<file path="config.mk">
export PLATFORM = sky130hd
export DESIGN_NAME = gpio_flag_pins
export DESIGN_NICKNAME = d
export VERILOG_FILES = /design/src/shared/gpio_flag_pkg.sv /design/src/shared/pin_mux_if.sv /design/src/core/gpio_flag_pins.sv /design/src/core/pin_mux.sv
export SDC_FILE = /design/constraint.sdc
export NUM_CORES = 1
export LEC_CHECK = 0
export BUFFER_PORTS_ARGS = -buffer_cell sky130_fd_sc_hd__buf_4
export CORE_ASPECT_RATIO = 0.7
export CORE_MARGIN = 1.5
export CORE_UTILIZATION = 42
export CTS_CLUSTER_DIAMETER = 100
export DETAILED_ROUTE_END_ITERATION = 10
export GPL_TIMING_DRIVEN = 1
export PLACE_DENSITY = 0.76
export SYNTH_ARGS = -nofsm -noshare
export SYNTH_HDL_FRONTEND = slang
export SYNTH_SLANG_ARGS = --single-unit
</file>
<file path="constraint.sdc">
create_clock -name CORE_CLK -period 1 [get_ports CORE_CLK]
set_input_delay 0.05 -clock CORE_CLK [delete_from_list [all_inputs] [get_ports CORE_CLK]]
set_output_delay 0.05 -clock CORE_CLK [all_outputs]
set_load 0.03 [all_outputs]
</file>
<file path="src/shared/gpio_flag_pkg.sv">
// Constants for the dual-subsystem flag and general-purpose pin block.
// Assumes a word-addressed register port with byte addresses in steps of 4.
package gpio_flag_pkg;

    // ==========================================================
    // Geometry
    localparam int SUBSYS_COUNT = 2;
    localparam int PINS_PER_SUB = 4;
    localparam int ADDR_W = 8;
    localparam int DATA_W = 32;

    // ==========================================================
    // Register map, one block of words per subsystem
    localparam logic [7:0] SUB_STRIDE = 8'h20;
    localparam logic [4:0] FLAG_OFFSET = 5'h00;
    localparam logic [4:0] FLAG_SET_OFFSET = 5'h04;
    localparam logic [4:0] FLAG_CLEAR_OFFSET = 5'h08;
    localparam logic [4:0] PIN_CTRL_OFFSET = 5'h0C;
    localparam logic [4:0] STATUS_OFFSET = 5'h10;

    // ==========================================================
    // Field positions in the pin control register
    localparam int PIN_DATA_LSB = 0;
    localparam int PIN_DIR_LSB = 4;
    localparam int TIMER_SEL_BIT = 8;
    localparam int HOST_MUX_BIT = 9;

    // Field positions in the status register
    localparam int STRAP_BIT = 0;
    localparam int PORT_MODE_BIT = 1;
    localparam int BRANCH_BIT = 2;

    // ==========================================================
    // Reset values
    localparam logic FLAG_RESET = 1'b0;
    localparam logic [3:0] PIN_DATA_RESET = 4'h0;
    localparam logic [3:0] PIN_DIR_RESET = 4'h0;
    localparam logic TIMER_SEL_RESET = 1'b0;
    localparam logic HOST_MUX_RESET = 1'b0;
    localparam logic [31:0] READ_IDLE = 32'h0000_0000;

endpackage

</file>
<file path="src/shared/pin_mux_if.sv">
// Carrier between the register side and the pin multiplexer of one
// subsystem. Assumes both ends run on the same core clock.
`timescale 1ns/1ps
interface pin_mux_if;
    // Software settings
    logic [3:0] dir;
    logic [3:0] dat;
    logic timer_sel;
    logic host_mux;
    // Board and core inputs
    logic port_mode;
    logic timer_out;
    logic io_access;
    // Resolved pin drive
    logic [3:0] drive_val;
    logic [3:0] drive_en;

    modport ctrl (
        output dir, dat, timer_sel, host_mux,
        output port_mode, timer_out, io_access,
        input drive_val, drive_en
    );
    modport mux (
        input dir, dat, timer_sel, host_mux,
        input port_mode, timer_out, io_access,
        output drive_val, drive_en
    );
endinterface // pin_mux_if

</file>
<file path="src/core/gpio_flag_pins.sv">
// Flag output and general-purpose pin logic for two signal subsystems.
// Assumes board inputs are synchronous to CORE_CLK and a simple
// strobe-based register port with read data one cycle after the strobe.
//
// The placing of the registers and the strobed register port were left to the implementer.
`timescale 1ns/1ps
module gpio_flag_pins
    import gpio_flag_pkg::*;
#(
    parameter int SUBS = SUBSYS_COUNT
) (
    // Clock and reset
    input wire logic CORE_CLK,
    input wire logic RESET_N,
    // Register port
    input wire logic [ADDR_W-1:0] ADDR,
    input wire logic [DATA_W-1:0] WDATA,
    input wire logic WR_STB,
    input wire logic RD_STB,
    output logic [DATA_W-1:0] RDATA,
    // Board controls
    input wire logic OFF_N,
    input wire logic PORT_MODE_SELECT,
    // Core side inputs per subsystem
    input wire logic [SUBS-1:0] TIMER_OUT,
    input wire logic [SUBS-1:0] IO_SPACE_ACCESS,
    // External flags
    output logic [SUBS-1:0] EXTERNAL_FLAG_OUT,
    output logic [SUBS-1:0] EXTERNAL_FLAG_OE,
    // General-purpose pins, four per subsystem
    input wire logic [4*SUBS-1:0] GPIO_IN,
    output logic [4*SUBS-1:0] GPIO_OUT,
    output logic [4*SUBS-1:0] GPIO_OE,
    // Derived signals toward the core
    output logic [SUBS-1:0] BRANCH_CONDITION_INPUT,
    output logic [SUBS-1:0] ROM_ENABLE_STRAP
);

    // ==========================================================
    // Address decode helper
    // Matches one register word of one subsystem.
    function automatic logic hit(
        input logic [ADDR_W-1:0] a,
        input int sub,
        input logic [4:0] off
    );
        logic [ADDR_W-1:0] base;
        base = ADDR_W'(sub * SUB_STRIDE);
        return a == (base + ADDR_W'(off));
    endfunction

    // ==========================================================
    // Software state
    logic [SUBS-1:0] flag;
    logic [3:0] dat [SUBS];
    logic [3:0] dir [SUBS];
    logic [SUBS-1:0] timer_sel;
    logic [SUBS-1:0] host_mux;

    // Strap capture state
    logic strap_taken;

    // Next read word
    logic [DATA_W-1:0] next_rdata;

    genvar s;
    generate
        for (s = 0; s < SUBS; s++) begin : g_sub

            // Shared carrier toward the pin multiplexer
            pin_mux_if pm ();

            logic [3:0] level;
            logic [3:0] pin_view;

            // Local slice of the pin bundle
            assign level = GPIO_IN[4*s +: 4];

            // ==================================================
            // Flag register: plain write, set and clear words
            // Set and clear give a one-bit access without a
            // read-modify-write of the whole word.
            always_ff @(posedge CORE_CLK or negedge RESET_N) begin
                if (!RESET_N) begin
                    flag[s] <= FLAG_RESET;
                end else if (WR_STB && hit(ADDR, s, FLAG_OFFSET)) begin
                    flag[s] <= WDATA[0];
                end else if (WR_STB && hit(ADDR, s, FLAG_SET_OFFSET)) begin
                    if (WDATA[0]) begin
                        flag[s] <= 1'b1;
                    end
                end else if (WR_STB &&
                             hit(ADDR, s, FLAG_CLEAR_OFFSET)) begin
                    if (WDATA[0]) begin
                        flag[s] <= 1'b0;
                    end
                end
            end

            // ==================================================
            // Pin control register
            // Direction resets to input so only the memory-mode pin 3 strobe drives after reset.
            always_ff @(posedge CORE_CLK or negedge RESET_N) begin
                if (!RESET_N) begin
                    dat[s] <= PIN_DATA_RESET;
                    dir[s] <= PIN_DIR_RESET;
                    timer_sel[s] <= TIMER_SEL_RESET;
                    host_mux[s] <= HOST_MUX_RESET;
                end else if (WR_STB && hit(ADDR, s, PIN_CTRL_OFFSET)) begin
                    dat[s] <= WDATA[PIN_DATA_LSB +: 4];
                    dir[s] <= WDATA[PIN_DIR_LSB +: 4];
                    timer_sel[s] <= WDATA[TIMER_SEL_BIT];
                    host_mux[s] <= WDATA[HOST_MUX_BIT];
                end
            end

            // ==================================================
            // Feed the multiplexer
            assign pm.dir = dir[s];
            assign pm.dat = dat[s];
            assign pm.timer_sel = timer_sel[s];
            assign pm.host_mux = host_mux[s];
            assign pm.port_mode = PORT_MODE_SELECT;
            assign pm.timer_out = TIMER_OUT[s];
            assign pm.io_access = IO_SPACE_ACCESS[s];

            pin_mux u_mux (
                .pm(pm.mux)
            );

            // ==================================================
            // Registered pin drive
            // Pin 3 in memory mode is a bus strobe and so floats
            // with the float control like the other strobes.
            always_ff @(posedge CORE_CLK or negedge RESET_N) begin
                if (!RESET_N) begin
                    GPIO_OUT[4*s +: 4] <= 4'h0;
                    GPIO_OE[4*s +: 4] <= 4'h0;
                end else begin
                    GPIO_OUT[4*s +: 4] <= pm.drive_val;
                    GPIO_OE[4*s +: 3] <= pm.drive_en[2:0];
                    GPIO_OE[4*s+3] <= pm.drive_en[3] &&
                        !(PORT_MODE_SELECT && !OFF_N);
                end
            end

            // ==================================================
            // Flag pin drive
            always_ff @(posedge CORE_CLK or negedge RESET_N) begin
                if (!RESET_N) begin
                    EXTERNAL_FLAG_OUT[s] <= FLAG_RESET;
                    EXTERNAL_FLAG_OE[s] <= 1'b0;
                end else begin
                    EXTERNAL_FLAG_OUT[s] <= flag[s];
                    EXTERNAL_FLAG_OE[s] <= OFF_N;
                end
            end

            // ==================================================
            // Branch test input
            // As an output the pin reports its own latched value,
            // which keeps the test well defined.
            always_ff @(posedge CORE_CLK or negedge RESET_N) begin
                if (!RESET_N) begin
                    BRANCH_CONDITION_INPUT[s] <= 1'b1;
                end else if (!dir[s][2]) begin
                    BRANCH_CONDITION_INPUT[s] <= level[2];
                end else begin
                    BRANCH_CONDITION_INPUT[s] <= dat[s][2];
                end
            end

            // ==================================================
            // ROM enable strap
            // Caught once on the first edge after reset release;
            // pin 0 is an input then, so the board owns its level.
            always_ff @(posedge CORE_CLK or negedge RESET_N) begin
                if (!RESET_N) begin
                    ROM_ENABLE_STRAP[s] <= 1'b0;
                end else if (!strap_taken) begin
                    ROM_ENABLE_STRAP[s] <=
                        PORT_MODE_SELECT && level[0];
                end
            end

            // ==================================================
            // Readable pin view: live level for inputs
            always_comb begin
                for (int n = 0; n < 4; n++) begin
                    if (dir[s][n]) begin
                        pin_view[n] = dat[s][n];
                    end else begin
                        pin_view[n] = level[n];
                    end
                end
            end
        end
    endgenerate

    // ==========================================================
    // One-shot strap window
    always_ff @(posedge CORE_CLK or negedge RESET_N) begin
        if (!RESET_N) begin
            strap_taken <= 1'b0;
        end else begin
            strap_taken <= 1'b1;
        end
    end

    // Pin view gathered from each subsystem for the read mux
    logic [3:0] view_all [SUBS];
    for (genvar v = 0; v < SUBS; v++) begin : g_view_tap
        assign view_all[v] = g_sub[v].pin_view;
    end

    // ==========================================================
    // Read decode
    // Unmapped words read as zero; the port never stalls.
    always_comb begin
        next_rdata = READ_IDLE;
        for (int i = 0; i < SUBS; i++) begin
            if (hit(ADDR, i, FLAG_OFFSET)) begin
                next_rdata[0] = flag[i];
            end else if (hit(ADDR, i, PIN_CTRL_OFFSET)) begin
                next_rdata[PIN_DATA_LSB +: 4] =
                    view_all[i];
                next_rdata[PIN_DIR_LSB +: 4] = dir[i];
                next_rdata[TIMER_SEL_BIT] = timer_sel[i];
                next_rdata[HOST_MUX_BIT] = host_mux[i];
            end else if (hit(ADDR, i, STATUS_OFFSET)) begin
                next_rdata[STRAP_BIT] = ROM_ENABLE_STRAP[i];
                next_rdata[PORT_MODE_BIT] = PORT_MODE_SELECT;
                next_rdata[BRANCH_BIT] = BRANCH_CONDITION_INPUT[i];
            end
        end
    end

    // ==========================================================
    // Read data stands only in the cycle after the strobe
    always_ff @(posedge CORE_CLK or negedge RESET_N) begin
        if (!RESET_N) begin
            RDATA <= READ_IDLE;
        end else if (RD_STB) begin
            RDATA <= next_rdata;
        end else begin
            RDATA <= READ_IDLE;
        end
    end

endmodule // gpio_flag_pins

</file>
<file path="src/core/pin_mux.sv">
// Combinational drive selection for the four pins of one subsystem.
// Assumes the caller registers the result before it reaches a pin.
`timescale 1ns/1ps
module pin_mux
    import gpio_flag_pkg::*;
(
    // Settings in, drive out
    pin_mux_if.mux pm
);

    // ==========================================================
    // Pins 0 to 2 plain; pin 3: memory-mode strobe wins, then host mode float, then timer,
    // then general use. One process owns both vectors, so no bit of
    // them has a second driver.
    always_comb begin
        pm.drive_val[2:0] = pm.dat[2:0];
        pm.drive_en[2:0] = pm.dir[2:0];
        if (pm.port_mode) begin
            // Strobe is active low during I/O space accesses
            pm.drive_val[3] = ~pm.io_access;
            pm.drive_en[3] = 1'b1;
        end else if (pm.host_mux) begin
            // Non-multiplexed host mode leaves the pin undriven
            pm.drive_val[3] = 1'b0;
            pm.drive_en[3] = 1'b0;
        end else if (pm.timer_sel) begin
            pm.drive_val[3] = pm.timer_out;
            pm.drive_en[3] = 1'b1;
        end else begin
            pm.drive_val[3] = pm.dat[3];
            pm.drive_en[3] = pm.dir[3];
        end
    end
endmodule // pin_mux

</file>
==> results list, run 1 <==
* Maximum vdd ir drop: 0.653 mV
* Ratio of cells with drive above 1 in the final layout: 0.493
- Cell Chain, Critical Path: mux2_4 -> a211oi_2 -> a211oi_1
* Status: complete, but fails checks
* Number of buffers created by CTS: 5
- Core footprint: 5760 um^2
- Power density relative to cell area: 1260 nW/um^2
- Violated checks: negative hold slack, negative setup slack
- Fraction of registers with async set/reset: 1.00
- In this run the cell area of the synthesized design comes to 2520 um^2.
* Clock transition time at the flip-flop clock pins of the worst setup and hold paths: 0.09 ns
* Worst clock skew: 0.0110 ns
- Row generation in the floorplan step produced 23 rows.
- Antenna violations before repair: 0
- Average detailed-routed wire length per instance: 15.7 um
* YS warnings: 0
- Antenna Nets Post-Route: 0
* PnR worst setup slack: -0.102 ns
- CTS built an H-tree with a depth of 2.
- In this run the worst path has a maximum fanout of 2.
* Detailed-placement wirelength estimate: 4450 um
- CTS tree: yes
* Distinct cell type count after synthesis: 39
- Root Buffer: sky130_fd_sc_hd__clkbuf_8
- For this run, the share of the core covered by cells in the final layout is 0.634.
- Overall power after layout: 4.58 mW
* Cell class contributing the biggest share of worst-path delay: flip-flops
* Residual DRC: 0
* Worst path max stage delay: 0.42 ns
- Overall die width: 95.6 um
* Share of the yosys chip area belonging to registers: 0.557
- Dominant register cell in the synthesized netlist: sky130_fd_sc_hd__dfrtp_1
* I/O Buffers: 69
- In the finished design, the share of the clock period the worst path needs comes to 1.10.
- Slowest library cell on the worst path: sky130_fd_sc_hd__dfrtp_1
- Synth-to-layout area growth: 44.6%
- Worst-Skew Late Latency: 0.31 ns
- The congestion estimate from routability-driven global placement came to 0.767.
- The first TritonRoute pass finished after 4 iterations.
- The worst path in the final design needs a cycle of 1.10 ns, including I/O delays and setup.
* Clock Sink Count: 56
- For the worst setup path, the data required time is 1.19 ns.
- Register-to-register setup slack: -0.10 ns
- Number of buffers and inverters on the critical path: 0
* Wire length of the first global-routing pass: 9230 um
- Number of global-route vias before repair: 1881
- Mean instance size in the synthesized netlist: 13.3 um^2
- In this run, the number of DRC markers left after iteration 0 of detailed routing was 109.
* Setup repair after global routing missed its margin: yes
- Timing would allow up to 907 MHz.
- Class of the tightest hold or removal check: in2reg
- The final layout contains 364 nets.
- Detail-routed via count per cell: 4.94
- Critical path endpoint category: flip-flop
- Count of final hold-check violations: 1
- Setup violations remaining at the end of the flow were counted as 9.
- Number of maximum-capacitance constraint violations: 0
- Entering global routing, the biggest net connects 27 pins.
- Antenna fix cells: 0
- The die is 67.8 um tall.
- Final number of max-transition violations: 0
- The number of hold buffers added after CTS was 13.
- For this configuration, the core starts out at a cell density of 0.438.
- The tightest hold path in the finished design has a slack of -0.00681 ns.
- The synthesized design contains 0 enable-type register cells.
* Arrival time at the worst endpoint: 1.29 ns
- For this design the static power due to leakage is 1.84 nW.
- For this block, the via count after detailed routing is 1882.
- Startpoint Class: flip-flop
* Longest Clk Path Bufs: 2
* Global Route Usage Sum: 0.192
* Post-detailed-routing wire length: 6000 um
- Number of primary I/O pins: 114
- Syn Inst Count: 189
* Type of the worst setup path: reg2reg
* Yosys reg bits: 56
- The floorplan step defined a die boundary enclosing 6490 um^2.
* Total grt overflow: 0
- Fill cells in the final layout number 477.
[placed cells by master, fill, tap and decap left out, types with 3 or more instances in the layout]
cell type | netlist | layout
sky130_fd_sc_hd__a22oi_2 | 0 | 5
sky130_fd_sc_hd__and3_1 | 3 | 3
sky130_fd_sc_hd__buf_12 | 0 | 3
sky130_fd_sc_hd__buf_4 | 23 | 92
sky130_fd_sc_hd__buf_6 | 2 | 6
sky130_fd_sc_hd__clkbuf_8 | 0 | 6
sky130_fd_sc_hd__conb_1 | 2 | 23
sky130_fd_sc_hd__dfrtp_1 | 54 | 53
sky130_fd_sc_hd__dlygate4sd3_1 | 0 | 13
sky130_fd_sc_hd__mux2_1 | 10 | 6
sky130_fd_sc_hd__mux2_4 | 10 | 17
sky130_fd_sc_hd__mux2i_1 | 5 | 5
sky130_fd_sc_hd__nand2_1 | 8 | 8
sky130_fd_sc_hd__nand2b_1 | 3 | 3
sky130_fd_sc_hd__nand4b_1 | 3 | 3
sky130_fd_sc_hd__nor2_1 | 7 | 7
sky130_fd_sc_hd__nor2b_1 | 7 | 7
sky130_fd_sc_hd__o21ai_0 | 5 | 5
sky130_fd_sc_hd__o21ai_1 | 5 | 4
sky130_fd_sc_hd__o31ai_1 | 4 | 4
[registers in the layout, summed over array words and instances (netlist names)]
signal and flops:
RDATA 10, GPIO_OE 8, GPIO_OUT 8, g_sub.pm.dat 8, g_sub.pm.dir 8, BRANCH_CONDITION_INPUT 2, EXTERNAL_FLAG_OUT 2, ROM_ENABLE_STRAP 2
flag 2, g_sub.pm.host_mux 2, g_sub.pm.timer_sel 2, EXTERNAL_FLAG_OE 1, strap_taken 1
[synthesized netlist by cell type (3+ instances only)]
cell / count / share of area
sky130_fd_sc_hd__dfrtp_1: 54 / 0.54
sky130_fd_sc_hd__buf_4: 23 / 0.068
sky130_fd_sc_hd__mux2_1: 10 / 0.045
sky130_fd_sc_hd__mux2_4: 10 / 0.060
sky130_fd_sc_hd__nand2_1: 8 / 0.012
sky130_fd_sc_hd__a22oi_1: 7 / 0.021
sky130_fd_sc_hd__nor2_1: 7 / 0.010
sky130_fd_sc_hd__nor2b_1: 7 / 0.017
sky130_fd_sc_hd__mux2_2: 5 / 0.022
sky130_fd_sc_hd__mux2i_1: 5 / 0.020
sky130_fd_sc_hd__o21ai_0: 5 / 0.0099
sky130_fd_sc_hd__o21ai_1: 5 / 0.0099
sky130_fd_sc_hd__o31ai_1: 4 / 0.012
sky130_fd_sc_hd__and3_1: 3 / 0.0074
sky130_fd_sc_hd__nand2b_1: 3 / 0.0074
sky130_fd_sc_hd__nand4b_1: 3 / 0.010
[final timing paths]
kind / start / to / cells past startpoint
setup reg to reg: g_sub[0].pm.dir[2] / RDATA[2] / 3
max in group asynchronous: RESET_N / RDATA[8] / 3
min in group asynchronous: RESET_N / g_sub[0].pm.timer_sel / 2
hold reg to reg: g_sub[0].pm.dat[1] / GPIO_OUT[1] / 0
hold / removal: GPIO_IN[6] / BRANCH_CONDITION_INPUT[1] / 2
setup / recovery: g_sub[0].pm.dir[2] / RDATA[2] / 3
[final cells by class]
cell class | count | area [um^2] | share of cell area
repair buffers | 115 | 963 | 0.264
flip-flops and latches | 56 | 1410 | 0.385
well taps | 75 | 93.8 | 0.0257
clock inverters | 1 | 8.76 | 0.00240
multi-input cells | 128 | 1090 | 0.300
clock buffers | 6 | 82.6 | 0.0226
[per-layer routing]
metal | vias up | share of wire | global-route usage
li1 | 861 | - | -
met1 | 936 | 0.44 | 0.255
met2 | 80 | 0.49 | 0.329
met3 | 5 | 0.066 | 0.0411
met4 | 0 | 0.0047 | 0.0386
met5 | - | 0 | 0
[cell families (layout without fill, tap and decap cells)]
group,count (synthesis),count (layout),synth area share
other cells,2,23,0.00298
mux,30,30,0.146
compound gates,27,27,0.0704
simple gates,47,48,0.143
buf+inv,27,122,0.0804
flops,56,56,0.557
[timing repair]
action,in CTS,in global routing
pin swaps,3,10
gates cloned,0,1
resized for setup,9,14
hold endpoints to repair,81,1
buffers inserted,1,3
endpoints found under the setup margin,6,18
[per-stage QoR]
step / TNS, ns / hold slack (ns) / setup WS (ns) / cells / instance area, um^2
final: -0.481 / -0.00681 / -0.102 / 381 / 3650
after global routing: -0.922 / -0.0179 / -0.160 / 381 / 3650
after CTS: -0.437 / -0.0150 / -0.111 / 378 / 3560
after detailed placement: -7.56 / -0.0119 / -0.306 / 357 / 3300
after global placement: -7.14 / -0.0172 / -0.302 / 357 / 3300
after floorplan: -1.00 / -0.246 / -0.0667 / 210 / 2640
[power by group]
part | switching [mW] | total (mW) | internal [mW]
Combinational | 0.485 | 0.888 | 0.402
Clock | 0.708 | 1.26 | 0.554
Sequential | 0.0636 | 2.43 | 2.37
Total | 1.26 | 4.58 | 3.32
Note: power is estimated with default switching activity, not from simulation.
==> inputs of run 2 (changes only) <==
--- a/config.mk
+++ b/config.mk
@@ -13,6 +13,8 @@
 export DETAILED_ROUTE_END_ITERATION = 10
 export GPL_TIMING_DRIVEN = 1
 export PLACE_DENSITY = 0.76
+export RECOVER_POWER = 100
+export SKIP_LAST_GASP = 1
 export SYNTH_ARGS = -nofsm -noshare
 export SYNTH_HDL_FRONTEND = slang
 export SYNTH_SLANG_ARGS = --single-unit
==> run 2 against run 1 <==
The flow finishes with violations (negative setup slack). Clock skew hardly changed. Register-to-register slack hardly changed. Global-route usage stayed put. Die area stayed put. First-iteration DRC count is 22% lower. Highest routed layer unchanged. Combinational power is 2% lower. Largest cell class unchanged. Via count is 1.6% lower. Wire length is 0.28% lower. Sequential power hardly changed. Clock-buffer cell count stayed put. Sequential cell count stayed put.
==> results list, run 2 (same netlist as run 1, synthesis figures left out) <==
- The run finished, with violations left.
- Violated checks: negative setup slack
* Number of flip-flops in the largest register: 10
- In this run the worst path has a maximum fanout of 2.
* Synth-to-layout area growth: 43.1%
* Antenna Nets Post-Route: 0
* Antenna fix cells: 0
- Seq pwr share: 0.533
- The clock net in this run drives a total of 56 sinks.
* Post-route minimum period: 1.10 ns
- In this run the worst setup path begins at BRANCH_CONDITION_INPUT[0].
- After filler insertion, the fill cell instance count of the layout stands at 484.
- H-Tree Depth: 2
* Global Route Usage Sum: 0.192
- Of the total power, the share spent switching nets is 0.274.
- Most common cell after layout, fill and taps aside: sky130_fd_sc_hd__buf_4
- Setup repair after global routing missed its margin: yes
- Between clock sinks in the finished design, the worst skew comes to 0.0114 ns.
* Cell depth of the worst flop-to-flop path: 3
* Maximum vdd ir drop: 0.645 mV
* Number of maximum-capacitance constraint violations: 0
- In this run the power spent charging and discharging nets is 1.25 mW.
- Cell area after placement: 3300 um^2
- Prior to clock tree synthesis, the placed netlist has a worst setup slack of -0.306 ns.
- Clock transition time at the flip-flop clock pins of the worst setup and hold paths: 0.10 ns
- Post-route design area: 3610 um^2
- Number of primary I/O pins: 114
- After global routing the overflow that remains totals 0.
- Data on the critical path arrives at its endpoint at 1.05 ns.
- The floorplan has 23 rows.
- Post-CTS Hold Buffers: 13
- Buffers placed on the I/O ports in this run total 69.
- Slowest library cell on the worst path: sky130_fd_sc_hd__dfstp_2
- TritonRoute pass-1 iters: 4
- Logic depth of the worst setup path including buffers: 2
- Initial DRC Count: 85
- In this run the critical register-to-register path is captured at RDATA[2].
- Worst-case hold slack: 0.00731 ns
- Longest Clk Path Bufs: 2
- PnR worst setup slack: -0.102 ns
* Number of buffers created by CTS: 5
- Worst-Margin Slew: 0.675 ns
- The share of total power dissipated in the clock network is 0.276.
* Overall die width: 95.6 um
* Final Net Count: 364
- Setup violations remaining at the end of the flow were counted as 8.
- Most numerous cell on the critical path: sky130_fd_sc_hd__buf_6
* Final number of max-transition violations: 0
* Ratio of cells with drive above 1 in the final layout: 0.471
- Largest register by flop count: RDATA
- Walking the worst path, the cells encountered are buf_6 -> buf_6.
- Type of the worst setup path: reg2out
- STA classifies the critical path endpoint as a primary output.
* Util after Layout: 0.627
* Placed Cells incl. Taps: 357
* Count of final hold-check violations: 0
- The number of global-route vias before repair came to 1878.
- The core region is 5760 um^2.
- For this run, the slowest stage of the critical path takes 0.54 ns.
- Maximum number of pins on one net before global-route repair: 27
* Root Buffer: sky130_fd_sc_hd__clkbuf_8
- Non-filler instance count after layout: 381
- Wire length of the first global-routing pass: 9240 um
- Dividing the detail-routed via count by the number of cells gives 4.86.
- Of the total power, combinational logic draws 0.191.
* WP data required: 0.95 ns
* Power density relative to cell area: 1260 nW/um^2
- The final layout contains routed wiring with a total length of 5980 um.
- The internal portion of the total power is 3.31 mW.
- The worst register-to-register path has a setup slack of -0.10 ns.
* Die height: 67.8 um
- Most frequent cells in the layout: 82 x sky130_fd_sc_hd__buf_4, 53 x sky130_fd_sc_hd__dfrtp_1, 23 x sky130_fd_sc_hd__conb_1
* Worst flop-to-flop path startpoint: g_sub[1].pm.dir[2]
- Detailed placement finished with a half-perimeter wire length of 4450 um.
* CTS tree: yes
- Worst-Skew Late Latency: 0.30 ns
- After detailed routing, the number of remaining DRC violations is 0.
- Cell class contributing the biggest share of worst-path delay: flip-flops
- The die covers 6490 um^2.
- Maximum clock frequency: 907 MHz
- Together, buffers and inverters on the worst path number 2.
* Antenna violations before repair: 0
- For this design the static power due to leakage is 1.81 nW.
- The worst setup path is launched from a flip-flop.
- Final GP Congestion: 0.767
- Class of the tightest hold or removal check: in2reg
- Last element of the critical path: BRANCH_CONDITION_INPUT[0]
* Via total after detailed routing: 1851
- The initial utilization of the core area, before any placement, comes to 0.438.
* Final cycle utilization of the critical path: 1.10
- In this run the tightest slew margin relative to its limit is 0.550.
- After detailed routing, the average wire length per cell comes to 15.7 um.
## run 2: worst min path at each step
stage                                 to               start  depth (start not counted)  slack (ns)
6_report                     GPIO_OUT[3]  IO_SPACE_ACCESS[0]                          3       0.007
5_1_grt        BRANCH_CONDITION_INPUT[1]          GPIO_IN[6]                          2      -0.007
4_1_cts        BRANCH_CONDITION_INPUT[1]          GPIO_IN[6]                          2       -0.02
3_5_place_dp                  GPIO_OE[5]             RESET_N                          1       -0.01
3_3_place_gp                 GPIO_OUT[1]             RESET_N                          1       -0.02
2_1_floorplan        EXTERNAL_FLAG_OE[1]             RESET_N                          0       -0.25
## run 2: worst register-to-register path: cells and delay by family, from the launching register on
kind	cells	cell delay (ns)
flops	1	0.39
compound gates	2	0.25
mux	1	0.34
## run 2: stage by stage
step	power [mW]	setup TNS, ns
CTS	4.59	-0.495
finish	4.56	-0.552
global route	4.75	-1.36
detailed placement	3.28	-7.56
global placement	3.26	-7.14
floorplan	2.93	-1.00
## run 2: power by group through the flow
stage / Sequential [mW] / Clock [mW] / Combinational [mW]
finish: 2.43 / 1.26 / 0.869
CTS: 2.43 / 1.30 / 0.864
detailed placement: 2.47 / 0 / 0.807
global placement: 2.47 / 0 / 0.792
global route: 2.44 / 1.38 / 0.929
floorplan: 2.57 / 0 / 0.359
## run 2: layout make-up
class / count / area, um^2 / area share
flip-flops and latches: 56 / 1410 / 0.389
multi-input cells: 128 / 1090 / 0.302
repair buffers: 115 / 930 / 0.258
well taps: 75 / 93.8 / 0.0260
clock buffers: 6 / 82.6 / 0.0229
clock inverters: 1 / 8.76 / 0.00243
## run 2: timing repair
| action | CTS | global route |
|---|---|---|
| endpoints found under the hold margin | 81 | 1 |
| cloned | 0 | 1 |
| endpoints found under the setup margin | 6 | 18 |
| pin swaps | 1 | 10 |
| resized for setup | 7 | 15 |
| buffers inserted | 1 | 3 |
## run 2: layer usage
metal | global-route usage | up-vias | part of all wire | wire [um]
met5 | 0 | - | 0 | 0
met4 | 0.0386 | 0 | 0.0080 | 48
met3 | 0.0411 | 7 | 0.065 | 390
met2 | 0.329 | 67 | 0.48 | 2890
met1 | 0.255 | 917 | 0.44 | 2650
li1 | - | 860 | - | -
==> inputs of run 3 (changes only) <==
--- a/config.mk
+++ b/config.mk
@@ -12,7 +12,7 @@
 export CTS_CLUSTER_DIAMETER = 100
 export DETAILED_ROUTE_END_ITERATION = 10
 export GPL_TIMING_DRIVEN = 1
-export PLACE_DENSITY = 0.76
+export PLACE_DENSITY = 0.84
 export RECOVER_POWER = 100
 export SKIP_LAST_GASP = 1
 export SYNTH_ARGS = -nofsm -noshare
==> run 3 against run 2 <==
The flow still finishes with violations (negative setup slack). Clock skew shrank 0.0064 ns. Global-route usage grew 1.1 points. Core utilization down 0.22 points. Critical path type is now reg2reg. Register-to-register slack lost 0.04 ns. Sequential share of layout area grew 0.14 points. Highest routed layer unchanged. Non-clock buffer count is 3 higher. Sequential cell count stayed put.
==> results list, run 3 (same netlist as run 1, synthesis figures left out) <==
- Maximum vdd ir drop: 0.701 mV
* Average detailed-routed wire length per instance: 16.4 um
- In this run, the number of DRC markers left after iteration 0 of detailed routing was 49.
- Clock transition time at the flip-flop clock pins of the worst setup and hold paths: 0.10 ns
* Cell depth of the worst flop-to-flop path: 3
- Synth-to-layout area growth: 42.6%
* CP Launch Point: g_sub[0].pm.dir[2]
* Filler instances: 473
- Type of the worst setup path: reg2reg
* Register-to-register setup slack: -0.14 ns
- Longest Clk Path Bufs: 2
* Antenna Nets Post-Route: 0
* Residual DRC: 0
* Post-CTS Hold Buffers: 13
- Maximum fanout along the worst path: 2
* Class of the tightest hold or removal check: in2reg
- For this configuration, the core starts out at a cell density of 0.438.
* Most frequent cells in the layout: 86 x sky130_fd_sc_hd__buf_4, 53 x sky130_fd_sc_hd__dfrtp_1, 23 x sky130_fd_sc_hd__conb_1
- Setup total negative slack on the finished layout was measured at -0.548 ns.
- RDATA holds more flip-flops than any other register.
- The critical path goes through mux2_1 -> a211oi_2 -> a211oi_1.
- Startpoint Class: flip-flop
- Number of rows in the core area: 23
- In this design, the stage delay of the slowest critical-path cell is 0.39 ns.
- Cell area after placement: 3290 um^2
* Violated checks: negative setup slack
* Final number of max-transition violations: 0
- Post-route minimum period: 1.14 ns
- Number of flip-flops in the largest register: 10
- The floorplan step defined a core boundary enclosing 5760 um^2.
- The worst register-to-register path begins at g_sub[0].pm.dir[2].
- The flow ran to the end, but the final reports show violations.
- Number of maximum-capacitance constraint violations: 0
- Antenna fix cells: 0
- In this run the static leakage power is 1.81 nW.
- Setup violators final: 6
- Start point of the worst min-delay path: GPIO_IN[6]
- Critical path endpoint category: flip-flop
- Data on the critical path arrives at its endpoint at 1.33 ns.
- Number of global-route vias before repair: 1917
- The pre-antenna-repair detailed-routing pass consisted of 4 iterations.
* Setup repair after global routing missed its margin: yes
- Power density relative to cell area: 1270 nW/um^2
- Routability-driven placement finished with a final weighted congestion of 0.797.
- In this run the vertical extent of the chip is 67.8 um.
- The library cell used most frequently in the layout, excluding fill and tap cells, is sky130_fd_sc_hd__buf_4.
* H-Tree Depth: 2
* Total grt overflow: 0
- Worst-case hold slack: 0.000333 ns
- CTS tree: yes
- Final cycle utilization of the critical path: 1.14
- I/O Buffers: 69
- The worst hold path passes through 2 cells.
- The final count of hold timing violations is 0.
- The first global-routing pass estimated 9680 um of wire.
* Post-detailed-routing wire length: 6310 um
- Maximum clock frequency: 878 MHz
- With fillers left out, the area of the finished cells amounts to 3600 um^2.
* Global Route Usage Sum: 0.203
- The design draws 4.58 mW.
- WP data required: 1.20 ns
* Antenna violations before repair: 0
* Worst-Skew Late Latency: 0.31 ns
* Maximum number of pins on one net before global-route repair: 27
- The path with the worst hold slack has its endpoint at BRANCH_CONDITION_INPUT[1].
- Across all layers, the routed design uses 1887 vias.
- The largest individual stage delay along the critical path comes from the cell sky130_fd_sc_hd__dfrtp_1.
* Number of primary I/O pins: 114
- Area of the die: 6490 um^2
- For the pin with the worst max-slew slack, the measured transition is 0.668 ns.
* Destination of the worst register-to-register timing path: RDATA[2]
* Worst setup slack before clock tree synthesis: -0.342 ns
* Detail-routed via count per cell: 4.90
* Ratio of cells with drive above 1 in the final layout: 0.461
* Max transition margin: 0.554
- Worst clock skew: 0.00496 ns
- Number of buffers created by CTS: 5
- Clock Sink Count: 56
- For this run, the post-layout net count is 367.
- Detailed-placement wirelength estimate: 4510 um
- The die is 95.6 um wide.
* Root Buffer: sky130_fd_sc_hd__clkbuf_8
- Once routing completed, OpenROAD measured the worst setup slack at -0.139 ns.
==> run 3: stage by stage <==
step	util	cells
2_1_floorplan	-	210
3_3_place_gp	0.571	359
3_5_place_dp	0.571	359
4_1_cts	0.618	383
5_1_grt	0.625	385
6_report	0.625	385
==> run 3: layout make-up <==
class	instances	area [um^2]	share of cell area
clock buffer	7	86.3	0.0240
clock inverter	1	7.51	0.00209
multi-input combinational	128	1070	0.298
sequential	56	1410	0.391
tap	75	93.8	0.0261
timing repair buffer	118	932	0.259
==> run 3: power by group <==
part           leakage [nW]  switching, mW  total (mW)  internal (mW)
Combinational          1.01          0.484       0.859          0.375
Clock                0.0445          0.731        1.30          0.565
Sequential            0.756         0.0630        2.43           2.37
==> run 3: timing repair <==
item                       in CTS  in global routing
setup endpoints to repair       9                 24
resized for setup               6                 12
pin swaps                       3                  6
setup buffers                   3                  4
gates cloned                    1                  0
hold endpoints to repair       81                  1
==> run 3: how the worst max path moves through the flow <==
| stage | end | slack [ns] | cells after the start |
|---|---|---|---|
| final | RDATA[2] | -0.14 | 3 |
| after global routing | RDATA[1] | -0.23 | 4 |
| after CTS | BRANCH_CONDITION_INPUT[0] | -0.13 | 2 |
| after detailed placement | g_sub[1].pm.dir[2] | -0.34 | 4 |
| after global placement | g_sub[1].pm.dir[1] | -0.31 | 4 |
| after floorplan | RDATA[2] | -0.07 | 3 |
==> run 3: metal layers <==
layer | vias up | global-route usage | part of all wire
met3 | 6 | 0.0411 | 0.064
met2 | 81 | 0.351 | 0.48
met1 | 936 | 0.264 | 0.44
li1 | 864 | - | -
met5 | - | 0 | 0
met4 | 0 | 0.0496 | 0.0073
==> run 3: worst max-delay path: cells and delay by family, from the launching register on <==
family / cells / cell delay, ns
DFF: 1 / 0.39
AOI/OAI and AO/OA: 2 / 0.28
muxes: 1 / 0.36
